$ cat src/rtl/ocd_map.vh
// opcode encodings, cycle figures and timing constants for the decoder
`ifndef OCD_MAP_VH
`define OCD_MAP_VH
// ---------------------------------------------------------------
// opcode bytes
// ---------------------------------------------------------------
`define OCD_ESC 8'h0f
`define OCD_MOV_TO_SEG 8'h8e
`define OCD_MOV_FROM_SEG 8'h8c
`define OCD_MOV_RM_W 7'h44
`define OCD_MOV_R_RM 7'h45
`define OCD_MOV_IMM_RM 7'h63
`define OCD_MOV_M2A 7'h50
`define OCD_MOV_A2M 7'h51
`define OCD_MOV_IMM_R 4'hb
`define OCD_SWAP_ACC 5'h12
`define OCD_SWAP_RM 7'h43
`define OCD_EA_LOAD 8'h8d
`define OCD_FAR_DSEG 8'hc5
`define OCD_FAR_ESEG 8'hc4
`define OCD_CARRY_CLR 8'hf8
`define OCD_CARRY_SET 8'hf9
`define OCD_CARRY_INV 8'hf5
`define OCD_DIR_CLR 8'hfc
`define OCD_DIR_SET 8'hfd
`define OCD_INT_CLR 8'hfa
`define OCD_INT_SET 8'hfb
`define OCD_ACCH_TO_FL 8'h9e
`define OCD_FL_TO_ACCH 8'h9f
// second bytes after the escape byte
`define OCD_X_SIGN_EXT 7'h5f
`define OCD_X_ZERO_EXT 7'h5b
`define OCD_X_FAR_FSEG 8'hb4
`define OCD_X_FAR_GSEG 8'hb5
`define OCD_X_FAR_STACK 8'hb2
`define OCD_X_TS_CLR 8'h06
// segment push/pop low three bits
`define OCD_SEG_PUSH_LO 3'h6
`define OCD_SEG_POP_LO 3'h7
// ---------------------------------------------------------------
// cycle figures (processor cycles)
// ---------------------------------------------------------------
`define OCD_CY_2 8'h02
`define OCD_CY_3 8'h03
`define OCD_CY_4 8'h04
`define OCD_CY_5 8'h05
`define OCD_CY_6 8'h06
`define OCD_CY_7 8'h07
`define OCD_CY_8 8'h08
`define OCD_CY_18 8'h12
`define OCD_CY_19 8'h13
`define OCD_CY_21 8'h15
`define OCD_CY_22 8'h16
`define OCD_CY_25 8'h19
`define OCD_EA_EXTRA 8'h01
`define OCD_WAIT_EXTRA 8'h01
// processor clock is double-rate input divided by this
`define OCD_CLK_DIV 2
`endif

$ cat src/rtl/ocd_clk_half.v
// divide-by-two processor cycle strobe from the double-rate clock input
`timescale 1ns/1ps
module ocd_clk_half
(
    input wire clk_sys,
    input wire srst,
    input wire double_rate_clock_in,
    output reg proc_cycle_r
);
// ---------------------------------------------------------------
// sync, edge detect, divide
// ---------------------------------------------------------------
reg sync1_r;
reg sync2_r;
reg prev_r;
reg phase_r;
wire rise = sync2_r & ~prev_r;
always @(posedge clk_sys)
begin
    if (srst)
    begin
        sync1_r <= 1'b0;
        sync2_r <= 1'b0;
        prev_r <= 1'b0;
        phase_r <= 1'b0;
        proc_cycle_r <= 1'b0;
    end
    else
    begin
        sync1_r <= double_rate_clock_in;
        sync2_r <= sync1_r;
        prev_r <= sync2_r;
        if (rise)
            phase_r <= ~phase_r;
        proc_cycle_r <= rise & phase_r;
    end
end
endmodule // ocd_clk_half

$ cat src/rtl/ocd_adjust.v
// adds address-form and wait-state extras to a base cycle count
`timescale 1ns/1ps
`include "ocd_map.vh"
module ocd_adjust
#(
    parameter CW = 8
)
(
    input wire [CW-1:0] base_cycles,
    input wire ea_two_regs,
    input wire uses_mem,
    input wire [3:0] wait_states,
    input wire [2:0] data_accesses,
    output wire [CW-1:0] total_cycles
);
// ---------------------------------------------------------------
// extras
// ---------------------------------------------------------------
wire [CW-1:0] ea_add;
wire [CW-1:0] wait_add;
// full 7-bit product, fifteen waits times seven accesses
wire [6:0] wait_prod;
assign ea_add = (uses_mem & ea_two_regs) ? `OCD_EA_EXTRA : {CW{1'b0}};
assign wait_prod = wait_states * data_accesses;
assign wait_add = {{(CW-7){1'b0}}, wait_prod};
assign total_cycles = base_cycles + ea_add + wait_add;
endmodule // ocd_adjust

$ cat src/rtl/ocd_decode.v
// opcode decoder with execution cycle accounting
// Overview of operation
// - two-register address adds one cycle
// - one cycle per wait state per access
// - register operand smaller, memory operand larger
// - base counts assume ideal prefetched execution
// - displacement and immediate each one component
// - processor cycle is half input clock
// - move to segment: 2/5, 18/19
// - memory-accumulator moves: 4 and 2
// - immediate to register short: 2
// - sign extending move: 3/6
// - zero extending move: 3/6
// - segment pop: 7 real, 21 protected
// - segment push: 2 cycles
// - swap with accumulator: 3 cycles
// - effective address load: 2 cycles
// - far pointer data/extra/stack: 7, 22
// - far pointer extra segments: 7, 25
// - carry clear/set/invert: 2 cycles
// - direction clear/set: 2 cycles
// - interrupt-enable clear/set: 8, privilege checked
// - task-switched clear: 6 cycles
// - flags/high accumulator transfers: 3 and 2
`timescale 1ns/1ps
`include "ocd_map.vh"
module ocd_decode
#(
    parameter CW = 8
)
(
    input wire clk_sys,
    input wire srst,
    input wire double_rate_clock_in,
    input wire instr_valid,
    input wire [7:0] op_byte0,
    input wire [7:0] op_byte1,
    input wire [7:0] op_byte2,
    input wire protected_mode,
    input wire io_priv_ok,
    input wire ea_two_regs,
    input wire [3:0] wait_states,
    input wire [2:0] data_accesses,
    input wire [2:0] next_disp_present,
    input wire next_imm_present,
    input wire [2:0] next_other_bytes,
    output reg dec_valid_r,
    output reg [4:0] op_class_r,
    output reg known_r,
    output reg full_width_r,
    output reg mem_operand_r,
    output reg [2:0] seg_sel_r,
    output reg [2:0] reg_sel_r,
    output reg priv_fault_r,
    output reg [CW-1:0] base_cycles_r,
    output reg [CW-1:0] total_cycles_r,
    output reg [3:0] next_components_r,
    output wire proc_cycle
);
// ---------------------------------------------------------------
// operation classes
// ---------------------------------------------------------------
localparam C_NONE = 5'd0;
localparam C_MOV_SEG = 5'd1;
localparam C_MOV_M2A = 5'd2;
localparam C_MOV_A2M = 5'd3;
localparam C_MOV_IMM = 5'd4;
localparam C_SIGN_EXT = 5'd5;
localparam C_ZERO_EXT = 5'd6;
localparam C_SEG_POP = 5'd7;
localparam C_SEG_PUSH = 5'd8;
localparam C_SWAP = 5'd9;
localparam C_EA_LOAD = 5'd10;
localparam C_FAR_DE = 5'd11;
localparam C_FAR_FG = 5'd12;
localparam C_CARRY_CLR = 5'd13;
localparam C_CARRY_SET = 5'd14;
localparam C_CARRY_INV = 5'd15;
localparam C_DIR_CLR = 5'd16;
localparam C_DIR_SET = 5'd17;
localparam C_INT_CLR = 5'd18;
localparam C_INT_SET = 5'd19;
localparam C_TS_CLR = 5'd20;
localparam C_ACCH_FL = 5'd21;
localparam C_FL_ACCH = 5'd22;
localparam C_MOV_RM = 5'd23;
// ---------------------------------------------------------------
// helpers
// ---------------------------------------------------------------
// mod field of 11 means register operand
function is_mem;
    input [7:0] modrm;
    begin
        is_mem = (modrm[7:6] != 2'b11);
    end
endfunction
// paired count pick: register smaller, memory larger
function [CW-1:0] pair;
    input [CW-1:0] reg_cy;
    input [CW-1:0] mem_cy;
    input m;
    begin
        pair = m ? mem_cy : reg_cy;
    end
endfunction
// mode pick: real/virtual versus protected
function [CW-1:0] mode_pick;
    input [CW-1:0] rl;
    input [CW-1:0] pr;
    input p;
    begin
        mode_pick = p ? pr : rl;
    end
endfunction
// ---------------------------------------------------------------
// combinational decode
// ---------------------------------------------------------------
reg [4:0] cls_nxt;
reg [CW-1:0] cy_nxt;
reg w_nxt;
reg mem_nxt;
reg [2:0] seg_nxt;
reg [2:0] reg_nxt;
reg priv_nxt;
wire esc = (op_byte0 == `OCD_ESC);
wire [7:0] mrm0 = op_byte1;
wire [7:0] mrm1 = op_byte2;
always @*
begin
    cls_nxt = C_NONE;
    cy_nxt = {CW{1'b0}};
    w_nxt = 1'b1;
    mem_nxt = 1'b0;
    seg_nxt = 3'd0;
    reg_nxt = 3'd0;
    priv_nxt = 1'b0;
    // counts below assume the ideal case; extras added after
    if (esc)
    begin
        mem_nxt = is_mem(mrm1);
        reg_nxt = mrm1[5:3];
        if (op_byte1[7:1] == `OCD_X_SIGN_EXT)
        begin
            cls_nxt = C_SIGN_EXT;
            w_nxt = op_byte1[0];
            cy_nxt = pair(`OCD_CY_3, `OCD_CY_6, mem_nxt);
        end
        else if (op_byte1[7:1] == `OCD_X_ZERO_EXT)
        begin
            cls_nxt = C_ZERO_EXT;
            w_nxt = op_byte1[0];
            cy_nxt = pair(`OCD_CY_3, `OCD_CY_6, mem_nxt);
        end
        else if (op_byte1 == `OCD_X_FAR_FSEG ||
                 op_byte1 == `OCD_X_FAR_GSEG)
        begin
            cls_nxt = C_FAR_FG;
            seg_nxt = op_byte1[0] ? 3'd5 : 3'd4;
            cy_nxt = mode_pick(`OCD_CY_7, `OCD_CY_25,
                               protected_mode);
        end
        else if (op_byte1 == `OCD_X_FAR_STACK)
        begin
            cls_nxt = C_FAR_DE;
            seg_nxt = 3'd2;
            cy_nxt = mode_pick(`OCD_CY_7, `OCD_CY_22,
                               protected_mode);
        end
        else if (op_byte1 == `OCD_X_TS_CLR)
        begin
            cls_nxt = C_TS_CLR;
            mem_nxt = 1'b0;
            cy_nxt = `OCD_CY_6;
        end
        else
            mem_nxt = 1'b0;
    end
    else
    begin
        mem_nxt = 1'b0;
        if (op_byte0 == `OCD_MOV_TO_SEG)
        begin
            cls_nxt = C_MOV_SEG;
            mem_nxt = is_mem(mrm0);
            seg_nxt = mrm0[5:3];
            cy_nxt = protected_mode ?
                pair(`OCD_CY_18, `OCD_CY_19, mem_nxt) :
                pair(`OCD_CY_2, `OCD_CY_5, mem_nxt);
        end
        else if (op_byte0[7:1] == `OCD_MOV_M2A)
        begin
            cls_nxt = C_MOV_M2A;
            mem_nxt = 1'b1;
            w_nxt = op_byte0[0];
            cy_nxt = `OCD_CY_4;
        end
        else if (op_byte0[7:1] == `OCD_MOV_A2M)
        begin
            cls_nxt = C_MOV_A2M;
            mem_nxt = 1'b1;
            w_nxt = op_byte0[0];
            cy_nxt = `OCD_CY_2;
        end
        else if (op_byte0[7:4] == `OCD_MOV_IMM_R)
        begin
            cls_nxt = C_MOV_IMM;
            w_nxt = op_byte0[3];
            reg_nxt = op_byte0[2:0];
            cy_nxt = `OCD_CY_2;
        end
        else if (op_byte0[7:5] == 3'b000 &&
                 op_byte0[2:0] == `OCD_SEG_POP_LO &&
                 op_byte0[4:3] != 2'b01)
        begin
            cls_nxt = C_SEG_POP;
            seg_nxt = {1'b0, op_byte0[4:3]};
            cy_nxt = mode_pick(`OCD_CY_7, `OCD_CY_21,
                               protected_mode);
        end
        else if (op_byte0[7:5] == 3'b000 &&
                 op_byte0[2:0] == `OCD_SEG_PUSH_LO)
        begin
            cls_nxt = C_SEG_PUSH;
            seg_nxt = {1'b0, op_byte0[4:3]};
            cy_nxt = `OCD_CY_2;
        end
        else if (op_byte0[7:3] == `OCD_SWAP_ACC)
        begin
            cls_nxt = C_SWAP;
            reg_nxt = op_byte0[2:0];
            cy_nxt = `OCD_CY_3;
        end
        else if (op_byte0 == `OCD_EA_LOAD)
        begin
            cls_nxt = C_EA_LOAD;
            reg_nxt = mrm0[5:3];
            cy_nxt = `OCD_CY_2;
        end
        else if (op_byte0 == `OCD_FAR_DSEG || op_byte0 == `OCD_FAR_ESEG)
        begin
            cls_nxt = C_FAR_DE;
            mem_nxt = is_mem(mrm0);
            reg_nxt = mrm0[5:3];
            seg_nxt = op_byte0[0] ? 3'd3 : 3'd0;
            cy_nxt = mode_pick(`OCD_CY_7, `OCD_CY_22,
                               protected_mode);
        end
        else if (op_byte0[7:1] == `OCD_MOV_R_RM)
        begin
            cls_nxt = C_MOV_RM;
            mem_nxt = is_mem(mrm0);
            w_nxt = op_byte0[0];
            reg_nxt = mrm0[5:3];
            cy_nxt = pair(`OCD_CY_2, `OCD_CY_4, mem_nxt);
        end
        else
        begin
            case (op_byte0)
                `OCD_CARRY_CLR:
                begin
                    cls_nxt = C_CARRY_CLR;
                    cy_nxt = `OCD_CY_2;
                end
                `OCD_CARRY_SET:
                begin
                    cls_nxt = C_CARRY_SET;
                    cy_nxt = `OCD_CY_2;
                end
                `OCD_CARRY_INV:
                begin
                    cls_nxt = C_CARRY_INV;
                    cy_nxt = `OCD_CY_2;
                end
                `OCD_DIR_CLR:
                begin
                    cls_nxt = C_DIR_CLR;
                    cy_nxt = `OCD_CY_2;
                end
                `OCD_DIR_SET:
                begin
                    cls_nxt = C_DIR_SET;
                    cy_nxt = `OCD_CY_2;
                end
                `OCD_INT_CLR, `OCD_INT_SET:
                begin
                    cls_nxt = op_byte0[0] ? C_INT_SET : C_INT_CLR;
                    cy_nxt = `OCD_CY_8;
                    priv_nxt = protected_mode & ~io_priv_ok;
                end
                `OCD_ACCH_TO_FL:
                begin
                    cls_nxt = C_ACCH_FL;
                    cy_nxt = `OCD_CY_3;
                end
                `OCD_FL_TO_ACCH:
                begin
                    cls_nxt = C_FL_ACCH;
                    cy_nxt = `OCD_CY_2;
                end
                default:
                begin
                    cls_nxt = C_NONE;
                end
            endcase
        end
    end
end
// ---------------------------------------------------------------
// adjustments and cycle strobe
// ---------------------------------------------------------------
wire [CW-1:0] total_nxt;
ocd_adjust #(.CW(CW)) u_adj
(
    .base_cycles(cy_nxt),
    .ea_two_regs(ea_two_regs),
    .uses_mem(mem_nxt),
    .wait_states(wait_states),
    .data_accesses(data_accesses),
    .total_cycles(total_nxt)
);
ocd_clk_half u_clk
(
    .clk_sys(clk_sys),
    .srst(srst),
    .double_rate_clock_in(double_rate_clock_in),
    .proc_cycle_r(proc_cycle)
);
// displacement whole = one, immediate whole = one, others each one
wire [3:0] comp_nxt = {3'd0, |next_disp_present} +
    {3'd0, next_imm_present} + {1'b0, next_other_bytes};
// ---------------------------------------------------------------
// output registers
// ---------------------------------------------------------------
always @(posedge clk_sys)
begin
    if (srst)
    begin
        dec_valid_r <= 1'b0;
        op_class_r <= C_NONE;
        known_r <= 1'b0;
        full_width_r <= 1'b0;
        mem_operand_r <= 1'b0;
        seg_sel_r <= 3'd0;
        reg_sel_r <= 3'd0;
        priv_fault_r <= 1'b0;
        base_cycles_r <= {CW{1'b0}};
        total_cycles_r <= {CW{1'b0}};
        next_components_r <= 4'd0;
    end
    else
    begin
        dec_valid_r <= instr_valid;
        if (instr_valid)
        begin
            op_class_r <= cls_nxt;
            known_r <= (cls_nxt != C_NONE);
            full_width_r <= w_nxt;
            mem_operand_r <= mem_nxt;
            seg_sel_r <= seg_nxt;
            reg_sel_r <= reg_nxt;
            priv_fault_r <= priv_nxt;
            base_cycles_r <= cy_nxt;
            total_cycles_r <= total_nxt;
            next_components_r <= comp_nxt;
        end
    end
end
endmodule // ocd_decode

$ cat config.mk
export PLATFORM = sky130hd
export DESIGN_NAME = ocd_decode
export DESIGN_NICKNAME = d
export VERILOG_FILES = /design/src/rtl/ocd_clk_half.v /design/src/rtl/ocd_adjust.v /design/src/rtl/ocd_decode.v
export VERILOG_INCLUDE_DIRS = /design/src /design/src/rtl
export SDC_FILE = /design/constraint.sdc
export NUM_CORES = 1
export LEC_CHECK = 0
export ABC_AREA = 1
export BUFFER_PORTS_ARGS = -buffer_cell sky130_fd_sc_hd__buf_2
export CAP_MARGIN = 20
export CORE_MARGIN = 10
export CORE_UTILIZATION = 45
export DETAILED_ROUTE_END_ITERATION = 6
export GPL_TIMING_DRIVEN = 0
export PLACE_DENSITY = 0.7
export SETUP_SLACK_MARGIN = 0.2
export SLEW_MARGIN = 20
export SYNTH_ARGS = -nofsm -noshare
export SYNTH_HDL_FRONTEND = slang
export SYNTH_SLANG_ARGS = --single-unit
$ cat constraint.sdc
create_clock -name clk_sys -period 4.3 [get_ports clk_sys]
set_clock_uncertainty 0.1 [all_clocks]
set_input_delay 0.43 -clock clk_sys [delete_from_list [all_inputs] [get_ports clk_sys]]
set_output_delay 0.43 -clock clk_sys [all_outputs]
set_load 0.01 [all_outputs]
==> Word-level counts from Yosys, hierarchy flattened <==
Cells that the tools add are included.
{ "op_classes": {"bitwise_logic": 7, "muxes": 111, "reduce_logical": 10, "n_addsub": 4, "eq_ne": 30, "multipliers": 1} }
{ "op_table": {"columns": ["cell", "count"], "rows": [
  ["two-way mux 5 bit", 33],
  ["equality test 8 bit, second input constant", 16],
  ["two-way mux 3 bit", 20],
  ["two-way mux 1 bit", 44],
  ["case mux 5 bit (8 select lines)", 1],
  ["equality test 7 bit, second input constant", 5],
  ["two-way mux 2 bit", 10],
  ["case mux 4 bit (3 select lines)", 1],
  ["adder 8 x 7 -> 8 bit", 1],
  ["adder 8 bit", 1],
  ["equality test 8 x 3 -> 1 bit, second input constant", 1],
  ["equality test 8 x 4 -> 1 bit, second input constant", 1],
  ["two-way mux 8 bit", 1],
  ["multiplier 4 x 3 -> 7 bit", 1],
  ["equality test 3 bit, second input constant", 2],
  ["OR reduction 6 bit", 1],
  ["equality test 5 bit, second input constant", 1],
  ["nonzero test 5 bit", 1],
  ["adder 2 x 3 -> 4 bit", 1],
  ["bitwise AND 1 bit", 4],
  ["equality test 4 bit, second input constant", 1],
  ["two-way mux 4 bit", 1],
  ["inequality test 2 bit, second input constant", 2],
  ["logical AND 1 bit", 3],
  ["7 further kinds", 10]
]} }
{ "totals": {"input_bits": 45, "reg_bits": 41, "wordCells": 179, "out_inout_bits": 37} }

==> Logic depth before layout (Yosys ltp) <==
Gate-level depths: netlist of the first run.
{ "logic_depth": {"word_depth": 16, "ltp_mapped": 22} }

==> Hierarchy <==
From an unflattened synthesis of the first run, not the netlist that was laid out.
{ "unflattened": {"hier_cells": 470, "area_unflattened_um2": 3025.4} }
{ "modules_own_cells": {"columns": ["module", "seq_area_each_um2", "n_inst", "cells_per_inst", "area_each_um2"], "rows": [
  ["ocd_decode", 660.6, 1, 369, 2307.2],
  ["ocd_adjust", 0.0, 1, 83, 561.8],
  ["ocd_clk_half", 100.1, 1, 18, 156.4]
]} }

==> Worst setup path before layout of the first run <==
OpenSTA, ideal clock, no wires.
{ "synth_timing": {"path_type": "input port to flip-flop", "start": "input port op_byte0[2]", "end": "register total_cycles_r[7]", "required_time_ns": 4.084, "arrival_time_ns": 2.899, "setup_slack_ns": 1.185, "path_buffers": 2, "path_stages": 18, "cell_sequence": "buf_4 > nand2_2 > nor2_4 > nand3_4 > inv_6 > buf_12 > o2111ai_1 > o21ai_2 > inv_1 > fa_1 > ha_1 > fa_1 > a31oi_1 > nor2_1 > nor2_1 > o21ai_0 > o211ai_1 > inv_1"} }
{ "synth_between": {"elab_chain_len": 16, "elab_cells_between_ends": 52} }
{ "synth_rtl": {"columns": ["element", "line_no", "source"], "rows": [
  ["start: declaration", "ocd_decode.v:36", "input wire [7:0] op_byte0,"],
  ["equality test 8 bit", "ocd_decode.v:258", "case (op_byte0)"],
  ["OR reduction 6 bit (no line) / OR reduction 2 bit (equally long branches)", null, null],
  ["case mux 4 bit (3 select lines)", "ocd_decode.v:258", null],
  ["two-way mux 4 bit", "ocd_decode.v:248", "else if (op_byte0[7:1] == `OCD_MOV_R_RM)"],
  ["two-way mux 5 bit", "ocd_decode.v:239", "else if (op_byte0 == `OCD_FAR_DSEG || op_byte0 == `OCD_FAR_ESEG)"],
  ["two-way mux 5 bit", "ocd_decode.v:233", "else if (op_byte0 == `OCD_EA_LOAD)"],
  ["two-way mux 5 bit", "ocd_decode.v:227", "else if (op_byte0[7:3] == `OCD_SWAP_ACC)"],
  ["two-way mux 5 bit", "ocd_decode.v:220", "else if (op_byte0[7:5] == 3'b000 &&"],
  ["two-way mux 5 bit", "ocd_decode.v:211", "else if (op_byte0[7:5] == 3'b000 &&"],
  ["two-way mux 5 bit", "ocd_decode.v:204", "else if (op_byte0[7:4] == `OCD_MOV_IMM_R)"],
  ["two-way mux 5 bit", "ocd_decode.v:197", "else if (op_byte0[7:1] == `OCD_MOV_A2M)"],
  ["two-way mux 5 bit", "ocd_decode.v:190", "else if (op_byte0[7:1] == `OCD_MOV_M2A)"],
  ["two-way mux 5 bit", "ocd_decode.v:181", "if (op_byte0 == `OCD_MOV_TO_SEG)"],
  ["two-way mux 8 bit (*)", "ocd_decode.v:138", "if (esc)"],
  ["net cy_nxt[0]", "ocd_decode.v:119", "reg [CW-1:0] cy_nxt;"],
  ["adder 8 bit (*)", "ocd_adjust.v:26", "assign total_cycles = base_cycles + ea_add + wait_add;"],
  ["adder 8 x 7 -> 8 bit (*)", "ocd_adjust.v:26", null],
  ["end signal: assignment", "ocd_decode.v:347", "total_cycles_r <= {CW{1'b0}};"],
  ["end signal: assignment", "ocd_decode.v:363", "total_cycles_r <= total_nxt;"],
  ["end: declaration", "ocd_decode.v:56", "output reg [CW-1:0] total_cycles_r,"]
]} }
Mark *: on every way through the listed nets, which the timed path passes. The rest lies on a longest branch.
A chain may end at the register's enable or synchronous reset.

==> Worst setup path after layout of the first run <==
{ "layout_timing": {"start": "input port op_byte0[3]", "end": "register total_cycles_r[7]"} }
The elaborated chain is that of the path after synthesis.

==> flow_summary.toml, run 1 <==
[finish]
final_common_cell = "nand2_1"
drive_gt1_share_pct = 26.6
final_cell_mix = "94 x nand2_1, 75 x buf_2, 70 x nor2_1"
n_antenna_cell = 0
area_growth_syn_to_layout_pct = 19.8
final_nets = 593
utilization_pct = 55.7

[synth]
async_flop_share_pct = 0
synth_ff_type = "dfxtp_1"
synth.distinct_cells = 43
yosysWarnings = 0
yosysTopAreaCellShare_pct = 25.6
yosysTopAreaCell = "dfxtp_1"
syn_area_mm2 = 0.00297
synth-simple-area-share_pct = 35.8
synth_fa_ha_area_share_pct = 9.62
synth_edf_count = 0
synth_top_family_by_area = "simple AND/OR/NAND/NOR gates"
yosys_register_bits = 38
synth_area_per_cell_um2 = 6.64
synth_area_leaders = "dfxtp_1 26%, nand2_1 12%, nor2_1 8.9%"
synth_xor_area_share_pct = 1.48
netlist_instances = 447
synth_compound_area_share_pct = 14.6
yosysSeqAreaShare_pct = 25.6
synthMuxAreaShare_pct = 0

[min_path]
hold_depth = 3
hold_class = "in -> reg"

[routing]
viasPerCell = 5.13
drtPass1Iterations = 5
ant_nets = 0
via_count = 3122
routedWlPerCell_um = 14.8
drc = 0
routed_wl_mm = 9.02
dr.first_iter.drc_count = 187

[critical_path]
crit_slowest_cell = "fa_1"
path_delay_family = "adder cells"
worstSetupStartpointType = "primary input"
worstSetupPathType = "in -> reg"
critPathMaxFanout = 6
arrival_ns = 3.36
critPathCaptureType = "register"
worst_r2r_path_depth = 2
worstPathRequired_ns = 4.38
path_depth = 20
worst-path-buf-inv = 5
crit_chain = "buf_2 > inv_1 > nand2_1 > nor2_1 > nand3_2 > inv_2 > nand2_1 > nand3_1 > nand3_1 > o21ai_2 > inv_1 > fa_1 > ha_1 > fa_1 > a31oi_1 > nor2_1 > nor2_1 > o21ai_0 > o211ai_1 > inv_1"
slowest_delay_ns = 0.42

[floorplan]
initial_core_util_pct = 46.5
die_y_um = 101
rows = 29
die-area_mm2 = 0.0102
core_area_mm2 = 0.00639
io_pins = 82
die_x_um = 101

[sta]
worst_slew_pin_slew_ns = 0.589
max-slew-margin-rel_pct = 60.4
rsz0062_at_grt = "no"
slew_violations = 0
fmax_mhz = 305
final.period_utilization_pct = 76.3
min_period_ns = 3.28
final.setup.tns_ns = 0
finalSetupViolations = 0
holdWs_ns = 0.231
final_hold_viol_count = 0

[grt]
grt_util_all_layers_pct = 17.4
grt_pass1_wl_mm = 14.7
grt_antenna_before_repair = 0
grt_max_degree = 14
grt-ovfl-total = 0
grt_pass1_vias = 3059

[power_and_ir_drop]
total_power_w = 0.000905
p_per_area_mw_per_mm2 = 255
p_leak_nw = 1.99
ir_drop_v = 0.000269

[clock_network]
cts_max_level = 2
clk-insertion-delay-late_ns = 0.29
cts-hold-fix-buffers = 0
post_cts.repair.setup_buffers = 0
cts_buffers = 5
clkTransAtPathRegs_ns = 0.08
post_cts_resized = 0
clock-sinks = 38
root_buffer = "clkbuf_8"
cts_tree = "done"
cts_max_path_buffers = 2

[place]
gp_congestion = 0.947
hpwl_mm = 7.57
numPortBuffers = 74

[status]
status = "finished clean"

[job]
maxCapViolCount = 0
logic make-up (layout without fill, tap and decap cells):
| family | count (synthesis) | after routing |
|---|---|---|
| XOR/XNOR | 5 | 5 |
| AO/OA/AOI/OAI | 68 | 68 |
| other | 1 | 3 |
| buffers and inverters | 85 | 167 |
| flip-flops | 38 | 38 |
| AND/OR/NAND/NOR | 232 | 232 |
| adder cells (fa/ha/maj) | 18 | 18 |
sequential cells by signal, indices dropped and copies added, names as in the netlist, 3 cells and up:
name	flops
base_cycles_r	5
seg_sel_r	3
op_class_r	5
total_cycles_r	8
reg_sel_r	3
next_components_r	4
final timing paths:
check,from,endpoint,slack (ns)
max,op_byte0[3],total_cycles_r[7]$_SDFFE_PP0P_,1.02
max reg2reg,seg_sel_r[0]$_SDFFE_PP0P_,seg_sel_r[0]$_SDFFE_PP0P_,3.50
min reg2reg,u_clk.sync1_r$_SDFF_PP0_,u_clk.sync2_r$_SDFF_PP0_,0.30
min,double_rate_clock_in,u_clk.sync1_r$_SDFF_PP0_,0.23
power by group:
part           internal [W]  switching, W
Clock              0.000173      0.000134
Sequential         0.000373     0.0000106
Combinational     0.0000806      0.000134
Total              0.000627      0.000278
synthesized netlist by cell type (2+ instances only):
cell and count:
a31oi_1 3, clkbuf_1 5, nor2_1 70, a21boi_0 2
o21ai_1 3, nor2_2 9, nand3_2 6, o2111ai_1 2
inv_1 56, nand3b_1 2, ha_1 10, buf_4 5
o211ai_1 4, fa_1 8, o21ai_2 3, nand2_2 6
a21oi_1 15, dfxtp_1 38, nand2_1 94, nor2_4 3
nand3_1 25, nor3_1 5, inv_2 13, nand4_1 7
o21ai_0 26, a21oi_2 2, buf_6 2, xor2_1 5
o221ai_1 4
through the flow:
| stage | setup slack (ns) | area [um2] | instances |
|---|---|---|---|
| 3_3_place_gp | 0.719 | 3440 | 600 |
| 3_5_place_dp | 0.737 | 3440 | 600 |
| 2_1_floorplan | 1.18 | 2970 | 449 |
| 6_report | 1.02 | 3550 | 608 |
| 5_1_grt | 0.807 | 3550 | 608 |
| 4_1_cts | 1.04 | 3550 | 608 |
routing by layer:
metal | share of wire, % | GRT usage (%) | up-vias
met2 | 47 | 28.2 | 104
li1 | - | - | 1590
met1 | 45 | 22.7 | 1417
met5 | 0 | 0 | -
met3 | 7.0 | 4.15 | 11
met4 | 0.78 | 4.07 | 0
worst min-delay path: cells and delay by family:
kind	cells	cell delay (ns)
and+or+nand+nor	1	0.03
buffers and inverters	2	0.13
area by class of cell:
| type | count | area, um2 |
|---|---|---|
| buffer | 14 | 104 |
| clock buffer | 5 | 68.8 |
| clock inverter | 3 | 45.0 |
| fill | 654 | 2830 |
| inverter | 71 | 273 |
| multi-input combinational | 326 | 1840 |
| sequential | 38 | 761 |
| tap | 77 | 96.3 |
| timing repair buffer | 74 | 370 |
No activity file was read; power rests on OpenSTA's default activity.
==> run 2: changes to the inputs <==
- clock period: 4.3 -> 3.2 ns (I/O delays scaled with it)
==> run 2 against run 1 <==
Against the previous run:
- via count up 5.4%
- non-clock buffer count up 20
- sequential share of layout area down 2.4 points
- clock power up 15%
- setup slack worse by 0.71 ns
- routed wire length up 11%
- clock-buffer cell count up 1
- total power up 35%
- register-to-register slack worse by 1.1 ns
- critical path type unchanged
- largest cell class unchanged
==> flow_summary.toml, run 2 (same netlist as run 1, synthesis figures left out) <==
[critical_path]
worst-path-buf-inv = 5
slowest_delay_ns = 0.61
crit_chain = "buf_2 > inv_2 > nand2_2 > nor2_4 > nand2_4 > inv_2 > o31ai_2 > nand2_2 > fa_1 > ha_4 > a21oi_1 > inv_1 > a31oi_4 > nor2_1 > nor2_1 > o21ai_1 > o211ai_1 > inv_1"
critPathMaxFanout = 6
worstSetupPathType = "in -> reg"
worstSetupStartpointType = "primary input"
critPathCaptureType = "register"
arrival_ns = 2.98
crit_slowest_cell = "fa_1"
worstPathRequired_ns = 3.29
path_delay_family = "adder cells"

[floorplan]
rows = 29
die_y_um = 101
die-area_mm2 = 0.0102
initial_core_util_pct = 46.5
io_pins = 82
core_area_mm2 = 0.00639
die_x_um = 101

[grt]
grt-ovfl-total = 0
grt_util_all_layers_pct = 18.1
grt_antenna_before_repair = 0
grt_max_degree = 13
grt_pass1_vias = 3100
grt_pass1_wl_mm = 15.2

[sta]
rsz0062_at_grt = "no"
min_period_ns = 2.89
fmax_mhz = 346
finalSetupViolations = 0
max-slew-margin-rel_pct = 61.2
final_hold_viol_count = 0
slew_violations = 0
final.period_utilization_pct = 90.4
worst_slew_pin_slew_ns = 0.582
final.setup.tns_ns = 0

[power_and_ir_drop]
ir_drop_v = 0.000272
p_leak_nw = 2.13
p_per_area_mw_per_mm2 = 305

[routing]
dr.first_iter.drc_count = 222
routedWlPerCell_um = 15.9
drc = 0
ant_nets = 0
drtPass1Iterations = 4
routed_wl_mm = 9.99
viasPerCell = 5.24
via_count = 3290

[finish]
area_growth_syn_to_layout_pct = 34.8
top_regs = "total_cycles_r (8), base_cycles_r (5), op_class_r (5)"
n_antenna_cell = 0
drive_gt1_share_pct = 37.9
final_common_cell = "nand2_1"
utilization_pct = 62.6
top_register = "total_cycles_r"
final_cell_mix = "79 x nand2_1, 70 x buf_2, 64 x nor2_1"
final_cells = 628
final_nets = 613
largest_reg_flops = 8

[clock_network]
clkTransAtPathRegs_ns = 0.08
clock-sinks = 38
root_buffer = "clkbuf_8"
cts_max_path_buffers = 2
cts_buffers = 5
cts-hold-fix-buffers = 0
cts_max_level = 2
clk-insertion-delay-late_ns = 0.30
cts_tree = "done"

[place]
gp_congestion = 0.958
hpwl_mm = 7.66
numPortBuffers = 74
placed_cells = 600

[job]
maxCapViolCount = 0

[min_path]
hold_class = "in -> reg"

[status]
status = "finished clean"
-- run 2: timing repair --
action	in CTS	in global routing
setup endpoints to repair	3	5
gates resized for setup	5	85
buffers inserted	2	18
pin swaps	1	25
-- run 2: stage by stage --
| step | hold WS, ns | setup WS, ns | area, um2 | power (W) |
|---|---|---|---|---|
| 6_report | 0.127 | 0.309 | 4000 | 0.00122 |
| 5_1_grt | 0.147 | 0.105 | 4000 | 0.00129 |
| 4_1_cts | 0.127 | 0.194 | 3580 | 0.00117 |
| 3_5_place_dp | 0.308 | -0.263 | 3440 | 0.000816 |
| 3_3_place_gp | 0.297 | -0.247 | 3440 | 0.000810 |
| 2_1_floorplan | 0.288 | 0.209 | 2980 | 0.000705 |
-- run 2: per-layer routing --
metal	vias to the layer above	share of wire [%]	GRT usage (%)
met4	0	1.4	3.54
met2	104	49	30.1
met5	-	0	0
li1	1642	-	-
met3	16	7.4	4.02
met1	1528	42	23.4
-- run 2: worst paths after layout --
kind / start / endpoint / slack, ns / cells after the start
min reg2reg: u_clk.sync1_r$_SDFF_PP0_ / u_clk.sync2_r$_SDFF_PP0_ / 0.31 / 2
max: op_byte0[0] / total_cycles_r[7]$_SDFFE_PP0P_ / 0.31 / 18
max reg2reg: total_cycles_r[4]$_SDFFE_PP0P_ / total_cycles_r[4]$_SDFFE_PP0P_ / 2.40 / 4
min: double_rate_clock_in / u_clk.sync1_r$_SDFF_PP0_ / 0.13 / 3
-- run 2: worst reg2reg max path: cells and delay by family (launching register included) --
| kind | cells | cell delay [ns] |
|---|---|---|
| AOI/OAI and AO/OA | 1 | 0.10 |
| buffers and inverters | 1 | 0.05 |
| DFF | 1 | 0.31 |
| and+or+nand+nor | 2 | 0.13 |
-- run 2: area by class of cell --
cell class              instances  area (um2)
clock inverters                 2        12.5
plain buffers                  14         108
multi-input cells             326        2110
fillers                       604        2390
flip-flops and latches         38         761
repair buffers                 94         541
inverters                      71         290
clock buffers                   6        82.6
well taps                      77        96.3
-- run 2: report_power, final --
| group | internal (W) | switching (W) |
|---|---|---|
| Clock | 0.000173 | 0.000177 |
| Combinational | 0.000140 | 0.000213 |
| Sequential | 0.000502 | 0.0000146 |
==> run 3: changes to the inputs <==
- CORE_MARGIN: 10 -> 4
==> run 3 against run 2 <==
Against the previous run:
- clock-buffer cell count did not move
- sequential power barely moved
- routed wire length fell by 6.6%
- setup slack got worse by 0.0035 ns
- cell count did not move
- register-to-register slack barely moved
- critical path depth rose by 1
- combinational power fell by 1%
- clock power barely moved
- via count fell by 0.55%
- flip-flop and latch count did not move
- critical endpoint unchanged
==> flow_summary.toml, run 3 (same netlist as run 1, synthesis figures left out) <==
[routing]
routedWlPerCell_um = 14.9
routed_wl_mm = 9.33
dr.first_iter.drc_count = 164
ant_nets = 0
viasPerCell = 5.21
drtPass1Iterations = 4
drc = 0
via_count = 3272

[clock_network]
clock-sinks = 38
clk-insertion-delay-late_ns = 0.30
root_buffer = "clkbuf_8"
cts_max_path_buffers = 2
cts-hold-fix-buffers = 0
clkTransAtPathRegs_ns = 0.08
cts_tree = "done"
cts_buffers = 5
cts_max_level = 2

[grt]
grt_util_all_layers_pct = 22.5
grtUsageMet1_pct = 31.3
met2_usage_pct = 36.5
grt-ovfl-total = 0
grt-busiest-layer = "met2"
grt_util_met3_pct = 4.33
grt_antenna_before_repair = 0
grt_max_degree = 13
grt_pass1_wl_mm = 14.0
grt_pass1_vias = 2951

[floorplan]
io_pins = 82
die-area_mm2 = 0.00796
core_area_mm2 = 0.00639
initial_core_util_pct = 46.5
die_x_um = 89.2
rows = 29
die_y_um = 89.2

[sta]
final.period_utilization_pct = 90.5
rsz0062_at_grt = "yes"
finalSetupViolations = 0
max-slew-margin-rel_pct = 62.3
worst_slew_pin_slew_ns = 0.566
slew_violations = 0
final_hold_viol_count = 0
min_period_ns = 2.89
fmax_mhz = 345
finalWorstSetupSlack_ns = 0.305

[min_path]
hold_end = "u_clk.sync1_r$_SDFF_PP0_"
hold_class = "in -> reg"
hold_path_startpoint = "double_rate_clock_in"
hold_depth = 3

[finish]
final_cells = 628
final_cell_mix = "83 x nand2_1, 73 x buf_2, 63 x nor2_1"
final_common_cell = "nand2_1"
largest_reg_flops = 8
top_register = "total_cycles_r"
utilization_pct = 62.1
n_antenna_cell = 0
fill_cells = 618
drive_gt1_share_pct = 37.7
final_nets = 613
stdcell_area_mm2 = 0.00397
top_regs = "total_cycles_r (8), base_cycles_r (5), op_class_r (5)"
area_growth_syn_to_layout_pct = 33.7

[critical_path]
regToRegSetupSlack_ns = 2.39
worst_r2r_path_depth = 2
arrival_ns = 2.98
critPathCaptureType = "register"
worstSetupStartpointType = "primary input"
reg2reg_to = "total_cycles_r[0]$_SDFFE_PP0P_"
worstPathRequired_ns = 3.29
worstReg2RegStart = "total_cycles_r[0]$_SDFFE_PP0P_"
critPathMaxFanout = 6
worstSetupPathType = "in -> reg"

[place]
gp_congestion = 0.897
placedInstanceArea_mm2 = 0.00344
numPortBuffers = 74
dp_slack_ns = -0.282
hpwl_mm = 7.07
placed_cells = 600

[power_and_ir_drop]
ir_drop_v = 0.000321
p_leak_nw = 2.11
p_per_area_mw_per_mm2 = 307

[status]
status = "finished clean"

[job]
maxCapViolCount = 0
[run 3: where the power goes]
part           leakage, nW  switching (W)  internal [W]
clock               0.0472       0.000177      0.000173
combinational         1.75       0.000210      0.000138
sequential           0.313      0.0000150      0.000502
[run 3: repair_timing]
action / CTS / global route
pin swaps: 0 / 30
endpoints found under the setup margin: 3 / 4
resized for setup: 6 / 72
setup buffers: 1 / 19
[run 3: final cells by class]
| type | count | area [um2] | area share, % |
|---|---|---|---|
| multi-input cells | 326 | 2090 | 52.6 |
| repair buffers | 94 | 529 | 13.3 |
| well taps | 77 | 96.3 | 2.43 |
| inverters | 71 | 290 | 7.32 |
| flip-flops and latches | 38 | 761 | 19.2 |
| clock inverters | 2 | 12.5 | 0.316 |
| clock buffers | 6 | 82.6 | 2.08 |
| plain buffers | 14 | 108 | 2.71 |
[run 3: worst max path at each step]
stage,cells after the start,endpoint,slack (ns),start
5_1_grt,20,total_cycles_r[6]$_SDFFE_PP0P_,0.14,op_byte0[3]
6_report,19,total_cycles_r[7]$_SDFFE_PP0P_,0.31,op_byte0[5]
4_1_cts,19,total_cycles_r[7]$_SDFFE_PP0P_,0.18,op_byte0[5]
3_5_place_dp,20,total_cycles_r[7]$_SDFFE_PP0P_,-0.28,op_byte0[3]
3_3_place_gp,20,total_cycles_r[7]$_SDFFE_PP0P_,-0.26,op_byte0[3]
2_1_floorplan,18,total_cycles_r[7]$_SDFFE_PP0P_,0.21,op_byte0[2]
[run 3: per-stage QoR]
stage	total power [W]	hold WS (ns)	TNS (ns)
final	0.00122	0.119	0
after global routing	0.00128	0.127	0
after CTS	0.00117	0.118	0
after detailed placement	0.000815	0.298	-0.632
after global placement	0.000809	0.298	-0.598
after floorplan	0.000705	0.288	0
[run 3: critical path: stages]
cell and delay, ns:
buf_2 0.14, inv_4 0.09, nand2_2 0.08, nor2_4 0.13, nand3_4 0.13, inv_6 0.11
buf_12 0.12, o2111ai_2 0.14, o21ai_2 0.12, inv_2 0.06, fa_2 0.38, ha_4 0.18
fa_2 0.42, a31oi_4 0.17, nor2_1 0.05, nor2_1 0.07, o21ai_0 0.07, o211ai_1 0.14
inv_1 0.06
[run 3: routing by layer]
metal / up-vias / wire length [um]
li1: 1633 / -
met1: 1523 / 4250
met2: 101 / 4460
met3: 15 / 549
met4: 0 / 68
met5: - / 0
